--- src/design/readout_pkg.sv ---
package readout_pkg;

  // ===========================================================================
  // Coprocessor operation space of the debug readout.
  // ===========================================================================
  localparam logic [2:0] OPC1_READOUT = 3'h3;
  localparam logic [3:0] CRN_READOUT = 4'hF;
  localparam logic [3:0] CRM_RESULT = 4'h0;
  localparam logic [3:0] CRM_TAG_SEL = 4'h2;
  localparam logic [3:0] CRM_DATA_SEL = 4'h4;
  localparam logic [2:0] OPC2_RESULT_LOW = 3'h0;
  localparam logic [2:0] OPC2_RESULT_HIGH = 3'h1;
  localparam logic [2:0] OPC2_DCACHE = 3'h0;
  localparam logic [2:0] OPC2_ICACHE = 3'h1;
  localparam logic [2:0] OPC2_TRANSLATION = 3'h2;

  // ===========================================================================
  // Array geometry.
  // ===========================================================================
  localparam int DCACHE_WAYS = 4;
  localparam int ICACHE_WAYS = 2;
  localparam int TRANSLATION_WAYS = 2;
  localparam int DEFAULT_CACHE_BYTES = 32768;
  localparam int DEFAULT_TRANSLATION_ENTRIES = 128;
  localparam int TRANSLATION_DESC_W = 63;

  // ===========================================================================
  // Select word field positions.
  // ===========================================================================
  localparam int SEL_DC_WAY_LO = 30;
  localparam int SEL_WAY_BIT = 31;
  localparam int SEL_SET_LO = 5;
  localparam int SEL_WORD_LO = 2;
  localparam int SEL_WORD_W = 3;
  localparam int SEL_HALF_LO = 1;
  localparam int SEL_HALF_W = 4;

  // ===========================================================================
  // Result word field positions.
  // ===========================================================================
  localparam int DTAG_STATE_HI_LO = 29;
  localparam int DTAG_NS_BIT = 28;
  localparam int DTAG_ADDR_LO = 6;
  localparam int DTAG_ADDR_W = 22;
  localparam int DTAG_OUTER_LO = 1;
  localparam int DTAG_STATE_LSB = 0;
  localparam int ITAG_VALID_LO = 22;
  localparam int ITAG_NS_BIT = 21;
  localparam int ITAG_ADDR_W = 21;
  localparam int HALF_W = 16;

  localparam logic [31:0] RESULT_RESET = 32'h00000000;

  // A four-state base type lets the kind travel on a net port into the result packer.
  typedef enum logic [2:0] {
    KIND_DTAG,
    KIND_ITAG,
    KIND_DDATA,
    KIND_IDATA,
    KIND_TRANSLATION
  } readout_kind_t;

endpackage : readout_pkg

--- src/design/cache_tlb_debug_readout.sv ---
`timescale 1ns/100ps

// How it works
// - Accept only secure privileged readout operations.
// - Other modes get undefined-instruction, no readout.
// - Two read-only results at opcode2 0, 1.
// - Decode five write-only select operations.
// - Data cache readout addresses four ways.
// - Data set width is log2(size/4).
// - Data select: way 31:30, set S+4:5.
// - Data word offset in bits 4:2.
// - Data tag goes to low result only.
// - Coherency state split: 31:29 and 0.
// - Nonsecure 28, tag 27:6, outer 2:1.
// - Data word read returns in low result.
// - Instruction set width is log2(size/2).
// - Instruction tag: valid, nonsecure, address fields.
// - Instruction data: two halfwords, low/high results.
// - Translation descriptor split over both results.
module cache_tlb_debug_readout #(
  parameter int DCACHE_BYTES = readout_pkg::DEFAULT_CACHE_BYTES,
  parameter int ICACHE_BYTES = readout_pkg::DEFAULT_CACHE_BYTES,
  parameter int TRANSLATION_ENTRIES = readout_pkg::DEFAULT_TRANSLATION_ENTRIES,
  localparam int DS = $clog2(DCACHE_BYTES / readout_pkg::DCACHE_WAYS),
  localparam int IS = $clog2(ICACHE_BYTES / readout_pkg::ICACHE_WAYS),
  localparam int TS = $clog2(TRANSLATION_ENTRIES / readout_pkg::TRANSLATION_WAYS)
) (
  input wire logic clk_in,
  input wire logic sys_rst_in,
  input wire logic cp_valid_in,
  input wire logic cp_write_in,
  input wire logic [2:0] cp_opc1_in,
  input wire logic [3:0] cp_crn_in,
  input wire logic [3:0] cp_crm_in,
  input wire logic [2:0] cp_opc2_in,
  input wire logic [31:0] cp_wdata_in,
  input wire logic cp_secure_in,
  input wire logic cp_privileged_in,
  output logic cp_ready_out,
  output logic cp_ack_out,
  output logic cp_undef_out,
  output logic [31:0] cp_rdata_out,
  output logic dtag_rd_out,
  output logic dc_data_rd_out,
  output logic [1:0] dc_way_out,
  output logic [DS-1:0] dc_set_out,
  output logic [2:0] dc_word_out,
  input wire logic [3:0] dtag_state_in,
  input wire logic dtag_nonsecure_flag_in,
  input wire logic [21:0] dtag_addr_in,
  input wire logic [1:0] dtag_outer_in,
  input wire logic [31:0] dc_word_in,
  output logic itag_rd_out,
  output logic ic_data_rd_out,
  output logic ic_way_out,
  output logic [IS-1:0] ic_set_out,
  output logic [3:0] ic_half_out,
  input wire logic [1:0] itag_valid_in,
  input wire logic itag_nonsecure_flag_in,
  input wire logic [20:0] itag_addr_in,
  input wire logic [31:0] ic_pair_in,
  output logic translation_cache_rd_out,
  output logic translation_cache_way_out,
  output logic [TS-1:0] translation_cache_index_out,
  input wire logic [62:0] translation_desc_in
);

  // ===========================================================================
  // State.
  // ===========================================================================
  typedef enum {ST_IDLE, ST_WAIT, ST_CAPTURE} readout_state_t;

  readout_state_t state_r, state_nxt;
  readout_pkg::readout_kind_t kind_r, kind_nxt;
  logic ready_r, ready_nxt;
  logic ack_r, ack_nxt;
  logic undef_r, undef_nxt;
  logic [31:0] rdata_r, rdata_nxt;
  logic [31:0] result_low_r, result_low_nxt;
  logic [31:0] result_high_r, result_high_nxt;
  logic dtag_rd_r, dtag_rd_nxt;
  logic dc_data_rd_r, dc_data_rd_nxt;
  logic itag_rd_r, itag_rd_nxt;
  logic ic_data_rd_r, ic_data_rd_nxt;
  logic tc_rd_r, tc_rd_nxt;
  logic [1:0] dc_way_r, dc_way_nxt;
  logic [DS-1:0] dc_set_r, dc_set_nxt;
  logic [2:0] dc_word_r, dc_word_nxt;
  logic ic_way_r, ic_way_nxt;
  logic [IS-1:0] ic_set_r, ic_set_nxt;
  logic [3:0] ic_half_r, ic_half_nxt;
  logic tc_way_r, tc_way_nxt;
  logic [TS-1:0] tc_index_r, tc_index_nxt;
  logic [31:0] packed_low;
  logic [31:0] packed_high;
  logic op_hit;
  logic op_allowed;

  // ===========================================================================
  // Result formatting of the array data that is valid in the capture cycle.
  // ===========================================================================
  readout_packer u_packer (
    .kind_in(kind_r),
    .dtag_state_in(dtag_state_in),
    .dtag_nonsecure_flag_in(dtag_nonsecure_flag_in),
    .dtag_addr_in(dtag_addr_in),
    .dtag_outer_in(dtag_outer_in),
    .dc_word_in(dc_word_in),
    .itag_valid_in(itag_valid_in),
    .itag_nonsecure_flag_in(itag_nonsecure_flag_in),
    .itag_addr_in(itag_addr_in),
    .ic_pair_in(ic_pair_in),
    .translation_desc_in(translation_desc_in),
    .result_low_out(packed_low),
    .result_high_out(packed_high)
  );

  // ===========================================================================
  // Operation decode and sequencing.
  // ===========================================================================
  // Operations outside this block's coprocessor space are left to other logic and get no answer.
  assign op_hit = cp_valid_in && ready_r && (cp_opc1_in == readout_pkg::OPC1_READOUT) &&
                  (cp_crn_in == readout_pkg::CRN_READOUT);
  assign op_allowed = cp_secure_in && cp_privileged_in;

  always_comb begin
    state_nxt = state_r;
    kind_nxt = kind_r;
    ack_nxt = 1'b0;
    undef_nxt = 1'b0;
    rdata_nxt = rdata_r;
    result_low_nxt = result_low_r;
    result_high_nxt = result_high_r;
    dtag_rd_nxt = 1'b0;
    dc_data_rd_nxt = 1'b0;
    itag_rd_nxt = 1'b0;
    ic_data_rd_nxt = 1'b0;
    tc_rd_nxt = 1'b0;
    dc_way_nxt = dc_way_r;
    dc_set_nxt = dc_set_r;
    dc_word_nxt = dc_word_r;
    ic_way_nxt = ic_way_r;
    ic_set_nxt = ic_set_r;
    ic_half_nxt = ic_half_r;
    tc_way_nxt = tc_way_r;
    tc_index_nxt = tc_index_r;
    unique case (state_r)
      ST_IDLE: begin
        if (op_hit) begin
          ack_nxt = 1'b1;
          if (!op_allowed) begin
            undef_nxt = 1'b1;
          end else if (!cp_write_in) begin
            if (cp_crm_in == readout_pkg::CRM_RESULT &&
                cp_opc2_in == readout_pkg::OPC2_RESULT_LOW) begin
              rdata_nxt = result_low_r;
            end else if (cp_crm_in == readout_pkg::CRM_RESULT &&
                         cp_opc2_in == readout_pkg::OPC2_RESULT_HIGH) begin
              rdata_nxt = result_high_r;
            end else begin
              undef_nxt = 1'b1;
            end
          end else begin
            // Every select loads all location fields; only the chosen array is strobed.
            dc_way_nxt = cp_wdata_in[readout_pkg::SEL_DC_WAY_LO +: 2];
            dc_set_nxt = cp_wdata_in[readout_pkg::SEL_SET_LO +: DS];
            dc_word_nxt = cp_wdata_in[readout_pkg::SEL_WORD_LO +: readout_pkg::SEL_WORD_W];
            ic_way_nxt = cp_wdata_in[readout_pkg::SEL_WAY_BIT];
            ic_set_nxt = cp_wdata_in[readout_pkg::SEL_SET_LO +: IS];
            ic_half_nxt = cp_wdata_in[readout_pkg::SEL_HALF_LO +: readout_pkg::SEL_HALF_W];
            tc_way_nxt = cp_wdata_in[readout_pkg::SEL_WAY_BIT];
            tc_index_nxt = cp_wdata_in[TS-1:0];
            ack_nxt = 1'b0;
            state_nxt = ST_WAIT;
            if (cp_crm_in == readout_pkg::CRM_TAG_SEL &&
                cp_opc2_in == readout_pkg::OPC2_DCACHE) begin
              kind_nxt = readout_pkg::KIND_DTAG;
              dtag_rd_nxt = 1'b1;
            end else if (cp_crm_in == readout_pkg::CRM_TAG_SEL &&
                         cp_opc2_in == readout_pkg::OPC2_ICACHE) begin
              kind_nxt = readout_pkg::KIND_ITAG;
              itag_rd_nxt = 1'b1;
            end else if (cp_crm_in == readout_pkg::CRM_DATA_SEL &&
                         cp_opc2_in == readout_pkg::OPC2_DCACHE) begin
              kind_nxt = readout_pkg::KIND_DDATA;
              dc_data_rd_nxt = 1'b1;
            end else if (cp_crm_in == readout_pkg::CRM_DATA_SEL &&
                         cp_opc2_in == readout_pkg::OPC2_ICACHE) begin
              kind_nxt = readout_pkg::KIND_IDATA;
              ic_data_rd_nxt = 1'b1;
            end else if (cp_crm_in == readout_pkg::CRM_DATA_SEL &&
                         cp_opc2_in == readout_pkg::OPC2_TRANSLATION) begin
              kind_nxt = readout_pkg::KIND_TRANSLATION;
              tc_rd_nxt = 1'b1;
            end else begin
              ack_nxt = 1'b1;
              undef_nxt = 1'b1;
              state_nxt = ST_IDLE;
            end
          end
        end
      end
      ST_WAIT: begin
        state_nxt = ST_CAPTURE;
      end
      ST_CAPTURE: begin
        // Tag reads clear the high result so stale data cannot be mistaken for tag state.
        result_low_nxt = packed_low;
        result_high_nxt = packed_high;
        ack_nxt = 1'b1;
        state_nxt = ST_IDLE;
      end
    endcase
    ready_nxt = (state_nxt == ST_IDLE);
  end

  always_ff @(posedge clk_in) begin
    if (sys_rst_in) begin
      state_r <= ST_IDLE;
      kind_r <= readout_pkg::KIND_DTAG;
      ready_r <= 1'b0;
      ack_r <= 1'b0;
      undef_r <= 1'b0;
      rdata_r <= readout_pkg::RESULT_RESET;
      result_low_r <= readout_pkg::RESULT_RESET;
      result_high_r <= readout_pkg::RESULT_RESET;
      dtag_rd_r <= 1'b0;
      dc_data_rd_r <= 1'b0;
      itag_rd_r <= 1'b0;
      ic_data_rd_r <= 1'b0;
      tc_rd_r <= 1'b0;
      dc_way_r <= '0;
      dc_set_r <= '0;
      dc_word_r <= '0;
      ic_way_r <= 1'b0;
      ic_set_r <= '0;
      ic_half_r <= '0;
      tc_way_r <= 1'b0;
      tc_index_r <= '0;
    end else begin
      state_r <= state_nxt;
      kind_r <= kind_nxt;
      ready_r <= ready_nxt;
      ack_r <= ack_nxt;
      undef_r <= undef_nxt;
      rdata_r <= rdata_nxt;
      result_low_r <= result_low_nxt;
      result_high_r <= result_high_nxt;
      dtag_rd_r <= dtag_rd_nxt;
      dc_data_rd_r <= dc_data_rd_nxt;
      itag_rd_r <= itag_rd_nxt;
      ic_data_rd_r <= ic_data_rd_nxt;
      tc_rd_r <= tc_rd_nxt;
      dc_way_r <= dc_way_nxt;
      dc_set_r <= dc_set_nxt;
      dc_word_r <= dc_word_nxt;
      ic_way_r <= ic_way_nxt;
      ic_set_r <= ic_set_nxt;
      ic_half_r <= ic_half_nxt;
      tc_way_r <= tc_way_nxt;
      tc_index_r <= tc_index_nxt;
    end
  end

  // ===========================================================================
  // Outputs.
  // ===========================================================================
  assign cp_ready_out = ready_r;
  assign cp_ack_out = ack_r;
  assign cp_undef_out = undef_r;
  assign cp_rdata_out = rdata_r;
  assign dtag_rd_out = dtag_rd_r;
  assign dc_data_rd_out = dc_data_rd_r;
  assign dc_way_out = dc_way_r;
  assign dc_set_out = dc_set_r;
  assign dc_word_out = dc_word_r;
  assign itag_rd_out = itag_rd_r;
  assign ic_data_rd_out = ic_data_rd_r;
  assign ic_way_out = ic_way_r;
  assign ic_set_out = ic_set_r;
  assign ic_half_out = ic_half_r;
  assign translation_cache_rd_out = tc_rd_r;
  assign translation_cache_way_out = tc_way_r;
  assign translation_cache_index_out = tc_index_r;

endmodule : cache_tlb_debug_readout

--- src/design/readout_packer.sv ---
`timescale 1ns/100ps

module readout_packer (
  input wire readout_pkg::readout_kind_t kind_in,
  input wire logic [3:0] dtag_state_in,
  input wire logic dtag_nonsecure_flag_in,
  input wire logic [21:0] dtag_addr_in,
  input wire logic [1:0] dtag_outer_in,
  input wire logic [31:0] dc_word_in,
  input wire logic [1:0] itag_valid_in,
  input wire logic itag_nonsecure_flag_in,
  input wire logic [20:0] itag_addr_in,
  input wire logic [31:0] ic_pair_in,
  input wire logic [62:0] translation_desc_in,
  output logic [31:0] result_low_out,
  output logic [31:0] result_high_out
);

  // ===========================================================================
  // Result formatting.
  // ===========================================================================
  always_comb begin
    result_low_out = readout_pkg::RESULT_RESET;
    result_high_out = readout_pkg::RESULT_RESET;
    unique case (kind_in)
      readout_pkg::KIND_DTAG: begin
        // The coherency state is split around the tag fields.
        result_low_out[readout_pkg::DTAG_STATE_HI_LO +: 3] = dtag_state_in[3:1];
        result_low_out[readout_pkg::DTAG_STATE_LSB] = dtag_state_in[0];
        result_low_out[readout_pkg::DTAG_NS_BIT] = dtag_nonsecure_flag_in;
        result_low_out[readout_pkg::DTAG_ADDR_LO +: readout_pkg::DTAG_ADDR_W] =
          dtag_addr_in;
        result_low_out[readout_pkg::DTAG_OUTER_LO +: 2] = dtag_outer_in;
      end
      readout_pkg::KIND_ITAG: begin
        result_low_out[readout_pkg::ITAG_VALID_LO +: 2] = itag_valid_in;
        result_low_out[readout_pkg::ITAG_NS_BIT] = itag_nonsecure_flag_in;
        result_low_out[readout_pkg::ITAG_ADDR_W - 1:0] = itag_addr_in;
      end
      readout_pkg::KIND_DDATA: begin
        result_low_out = dc_word_in;
      end
      readout_pkg::KIND_IDATA: begin
        result_low_out[readout_pkg::HALF_W - 1:0] = ic_pair_in[15:0];
        result_high_out[readout_pkg::HALF_W - 1:0] = ic_pair_in[31:16];
      end
      readout_pkg::KIND_TRANSLATION: begin
        result_low_out = translation_desc_in[31:0];
        result_high_out = {1'b0, translation_desc_in[62:32]};
      end
    endcase
  end

endmodule : readout_packer

--- config.mk ---
export PLATFORM = sky130hd
export DESIGN_NAME = cache_tlb_debug_readout
export DESIGN_NICKNAME = d
export VERILOG_FILES = /design/src/design/readout_pkg.sv /design/src/design/cache_tlb_debug_readout.sv /design/src/design/readout_packer.sv
export SDC_FILE = /design/constraint.sdc
export NUM_CORES = 1
export LEC_CHECK = 0
export BUFFER_PORTS_ARGS = -buffer_cell sky130_fd_sc_hd__buf_2
export CAP_MARGIN = 20
export CORE_MARGIN = 5
export CORE_UTILIZATION = 48
export DETAILED_ROUTE_END_ITERATION = 10
export PLACE_DENSITY_LB_ADDON = 0.08
export REMOVE_ABC_BUFFERS = 1
export SYNTH_ARGS = -nofsm -noshare
export SYNTH_HDL_FRONTEND = slang
export SYNTH_SLANG_ARGS = --single-unit
--- constraint.sdc ---
create_clock -name clk_in -period 3 [get_ports clk_in]
set_input_delay 0.45 -clock clk_in [delete_from_list [all_inputs] [get_ports clk_in]]
set_output_delay 0.45 -clock clk_in [all_outputs]
set_load 0.05 [all_outputs]
==> results.sh <==
export IMPL_status="finished, final reports clean"
export IMPL_via_per_inst=5.29
export IMPL_grt_pass1_vias=6286
export IMPL_synth_adder_area_share_pct=0
export IMPL_pwr_share_clk_pct=49.5
export IMPL_hold_violations=0
export IMPL_internal_power_w=0.00369
export IMPL_crit_path_max_fanout=38
export IMPL_h_tree_depth=4
export IMPL_critPathArrivalTime_ns=2.97
export IMPL_cts_setup_buffers=0
export IMPL_synth_seq_cells=159
export IMPL_finalCritPeriodShare_pct=87.5
export IMPL_antenna_found_initial=1
export IMPL_cts_tree="built"
export IMPL_maxCapViolations=0
export IMPL_fin_area_um2=9450
export IMPL_core_area_um2=15100
export IMPL_post_drt_wl_per_cell_um=16.0
export IMPL_rrSetupSlack_ns=0.37
export IMPL_multi_input_area_um2=3640
export IMPL_gr_usage_all_layers_pct=22.3
export IMPL_clk_pin_slew_ns=0.06
export IMPL_ioPinCount=316
export IMPL_swShare_pct=21.0
export IMPL_synth_xor_area_share_pct=0.120
export IMPL_root_buffer="clkbuf_16"
export IMPL_grt_use_met3_pct=5.48
export IMPL_path_class="reg2reg"
export IMPL_avgSynthCellArea_um2=8.74
export IMPL_synth_compound_area_share_pct=19.9
export IMPL_yosys_top_cells_area="dfxtp_1, mux2i_1, a21oi_1"
export IMPL_start_util_pct=48.5
export IMPL_grt_setup_unrepaired="false"
export IMPL_r2r_start="state_r[18]$_SDFF_PP0_"
export IMPL_p_leak_nw=3.88
export IMPL_grt_util_met1_pct=29.6
export IMPL_cts_hold_buf=0
export IMPL_clk_latency_ns=0.41
export IMPL_drive_above_1_share_pct=33.7
export IMPL_gp_congestion=0.843
export IMPL_drtPass1Iterations=7
export IMPL_grt_util_met2_pct=37.2
export IMPL_tightest_slew_ns=1.08
export IMPL_drv_slew=0
export IMPL_crit_required_ns=3.34
export IMPL_nets=1316
export IMPL_syn_inst=838
export IMPL_setup_viol=0
export IMPL_max_freq_mhz=381
export IMPL_regArea_um2=3180
export IMPL_die_area_um2=17800
export IMPL_via_count=6803
export IMPL_syn_to_final_growth_pct=29.0
export IMPL_grt_start_max_net_pins=116
export IMPL_hold_path_class="in2reg"
export IMPL_muxShareOfSynthArea_pct=8.49
export IMPL_hold_path_end="dc_set_out[6]$_SDFFE_PP0P_"
export IMPL_seqPwrFrac_pct=45.3
export IMPL_finClkSkew_ns=0.00725
export IMPL_wl_um=20600
export IMPL_drc=0
export IMPL_hpwl_um=14300
export IMPL_busiest_layer="met2"
export IMPL_final_cell_mix="buf_2, dfxtp_1, nor2_1, nand2_1, mux2i_1"
export IMPL_ys_types=43
export IMPL_final_common_cell="buf_2"
export IMPL_rr_endpoint="result_low_r[24]$_SDFFE_PP0N_"
export IMPL_grt_overflow=0
export IMPL_clock_path_buffers=2
export IMPL_min_period_ns=2.63
export IMPL_synth_top_family_by_area="simple AND/OR/NAND/NOR gates"
export IMPL_cts_resized=0
export IMPL_max_slew_margin_rel_pct=27.4
export IMPL_min_path_cells=3
export IMPL_placedInstanceArea_um2=8810
export IMPL_numCtsBuffers=17
export IMPL_grt_pass1_wl_um=32500
export IMPL_fp_dieW_um=134
export IMPL_synth_top_area_cell="dfxtp_1"
export IMPL_netlist_area_um2=7320
export IMPL_antenna_left=0
export IMPL_hp_start="cp_wdata_in[11]"
export IMPL_clock_sinks=159
export IMPL_crit_path_end_kind="flip-flop"
export IMPL_portBuffers=304
export IMPL_netSwitchingPower_w=0.000978
export IMPL_powerDensity_nw_per_um2=494
export IMPL_synth_top_area_share_pct=43.5
export IMPL_synth_seq_area_share_pct=43.5
export IMPL_rows=45
export IMPL_comb_power_share_pct=5.2
export IMPL_synth_warnings=0
export IMPL_finalHoldWorstSlack_ns=0.272
export IMPL_reg2reg_depth=6
export IMPL_peakVddDrop_mv=0.406
export IMPL_dieHeight_um=134
export IMPL_fillers=1425
export IMPL_crit_path_start_kind="flip-flop"
export IMPL_synth_simple_area_share_pct=20.9
export IMPL_drt_iter0_drc=363
-- routing by layer --
metal | part of all wire [%] | wire [um] | up-vias
met5 | 0 | 0 | -
li1 | - | - | 3513
met2 | 48 | 9810 | 191
met4 | 0.88 | 181 | 0
met1 | 45 | 9330 | 3089
met3 | 6.0 | 1240 | 10
-- worst max path at each step --
stage	endpoint	depth (start not counted)	startpoint	slack, ns
after floorplan	result_low_r[0]$_SDFFE_PP0N_	3	state_r[26]$_SDFF_PP0_	-1.22
after global placement	result_low_r[24]$_SDFFE_PP0N_	6	state_r[18]$_SDFF_PP0_	0.43
after detailed placement	result_low_r[24]$_SDFFE_PP0N_	6	state_r[18]$_SDFF_PP0_	0.38
after CTS	result_low_r[24]$_SDFFE_PP0N_	6	state_r[18]$_SDFF_PP0_	0.35
after global routing	result_low_r[27]$_SDFFE_PP0N_	6	state_r[18]$_SDFF_PP0_	0.12
final	result_low_r[24]$_SDFFE_PP0N_	6	state_r[18]$_SDFF_PP0_	0.37
-- synth_stat cells --
library cell  number
o21bai_1           1
or2_2              1
nor2_1            68
o31ai_1            1
nand3_1           18
nor2_4             1
dfxtp_1          159
xor2_1             1
buf_2              5
clkbuf_2           1
a21o_1             1
o2bb2ai_1         13
nor2b_1           38
or4_1              5
or3_1             10
mux2_2             1
nand3b_1           4
o21a_1             1
or4b_4             1
o211a_1            1
o41ai_1           30
buf_4             24
a222oi_1           3
inv_1              1
nor3_1            38
nor4_1             9
nand2b_1           5
a211oi_1          25
nand4b_1           2
a2bb2oi_1          8
o41ai_2            1
buf_1              3
nand2_1           68
nand4_1            3
a221oi_1          30
mux2i_1           61
nor4_2             1
a311oi_1           1
a21oi_1           57
o21ai_0           36
and2_1            33
clkbuf_1          63
buf_6              5
-- cell families (layout without fill, tap and decap cells) --
| group | after synthesis | in the layout |
|---|---|---|
| and+or+nand+nor | 305 | 305 |
| xor gates and xnor gates | 1 | 1 |
| AOI/OAI and AO/OA | 209 | 209 |
| other | 0 | 1 |
| buffers and inverters | 102 | 361 |
| DFF | 159 | 159 |
| muxes | 62 | 62 |
-- through the flow --
step                      instances  TNS (ns)  setup slack [ns]  power (W)  utilization (%)
final                          1286         0             0.375    0.00466             62.6
after detailed placement       1253         0             0.377    0.00240             58.4
after global placement         1252         0             0.433    0.00240             58.3
after floorplan                 737    -72.57             -1.22    0.00221                -
after CTS                      1285         0             0.347    0.00470             62.6
after global routing           1286         0             0.115    0.00483             62.6
-- final cells by class --
cell class	instances	share of cell area, %
tap	188	2.49
clock inverter	12	1.95
sequential	159	33.7
antenna	1	0.0265
timing repair buffer	328	18.4
multi-input combinational	577	38.5
inverter	1	0.0397
clock buffer	20	4.83
-- power groups by stage --
stage	registers (W)	clock network, W	logic, W
finish	0.00211	0.00231	0.000241
global route	0.00211	0.00245	0.000268
CTS	0.00211	0.00235	0.000242
detailed placement	0.00216	0	0.000241
global placement	0.00216	0	0.000239
floorplan	0.00216	0	0.0000467
-- state kept, by name, summed over array words and instances, names as in the netlist, 2 cells and up --
register	count
cp_rdata_out	32
dc_set_out	12
dc_way_out	2
dc_word_out	2
ic_set_out	2
kind_r	3
result_high_r	31
result_low_r	32
state_r	32
translation_cache_index_out	2
-- worst max-delay path, stage by stage (launching register included) --
cell,delay [ns]
dfxtp_1,0.31
nor4_1,0.30
nand4_1,0.38
or4_2,0.74
buf_4,0.28
or3_1,0.41
a21oi_1,0.12
Note: power is estimated with default switching activity, not from simulation.
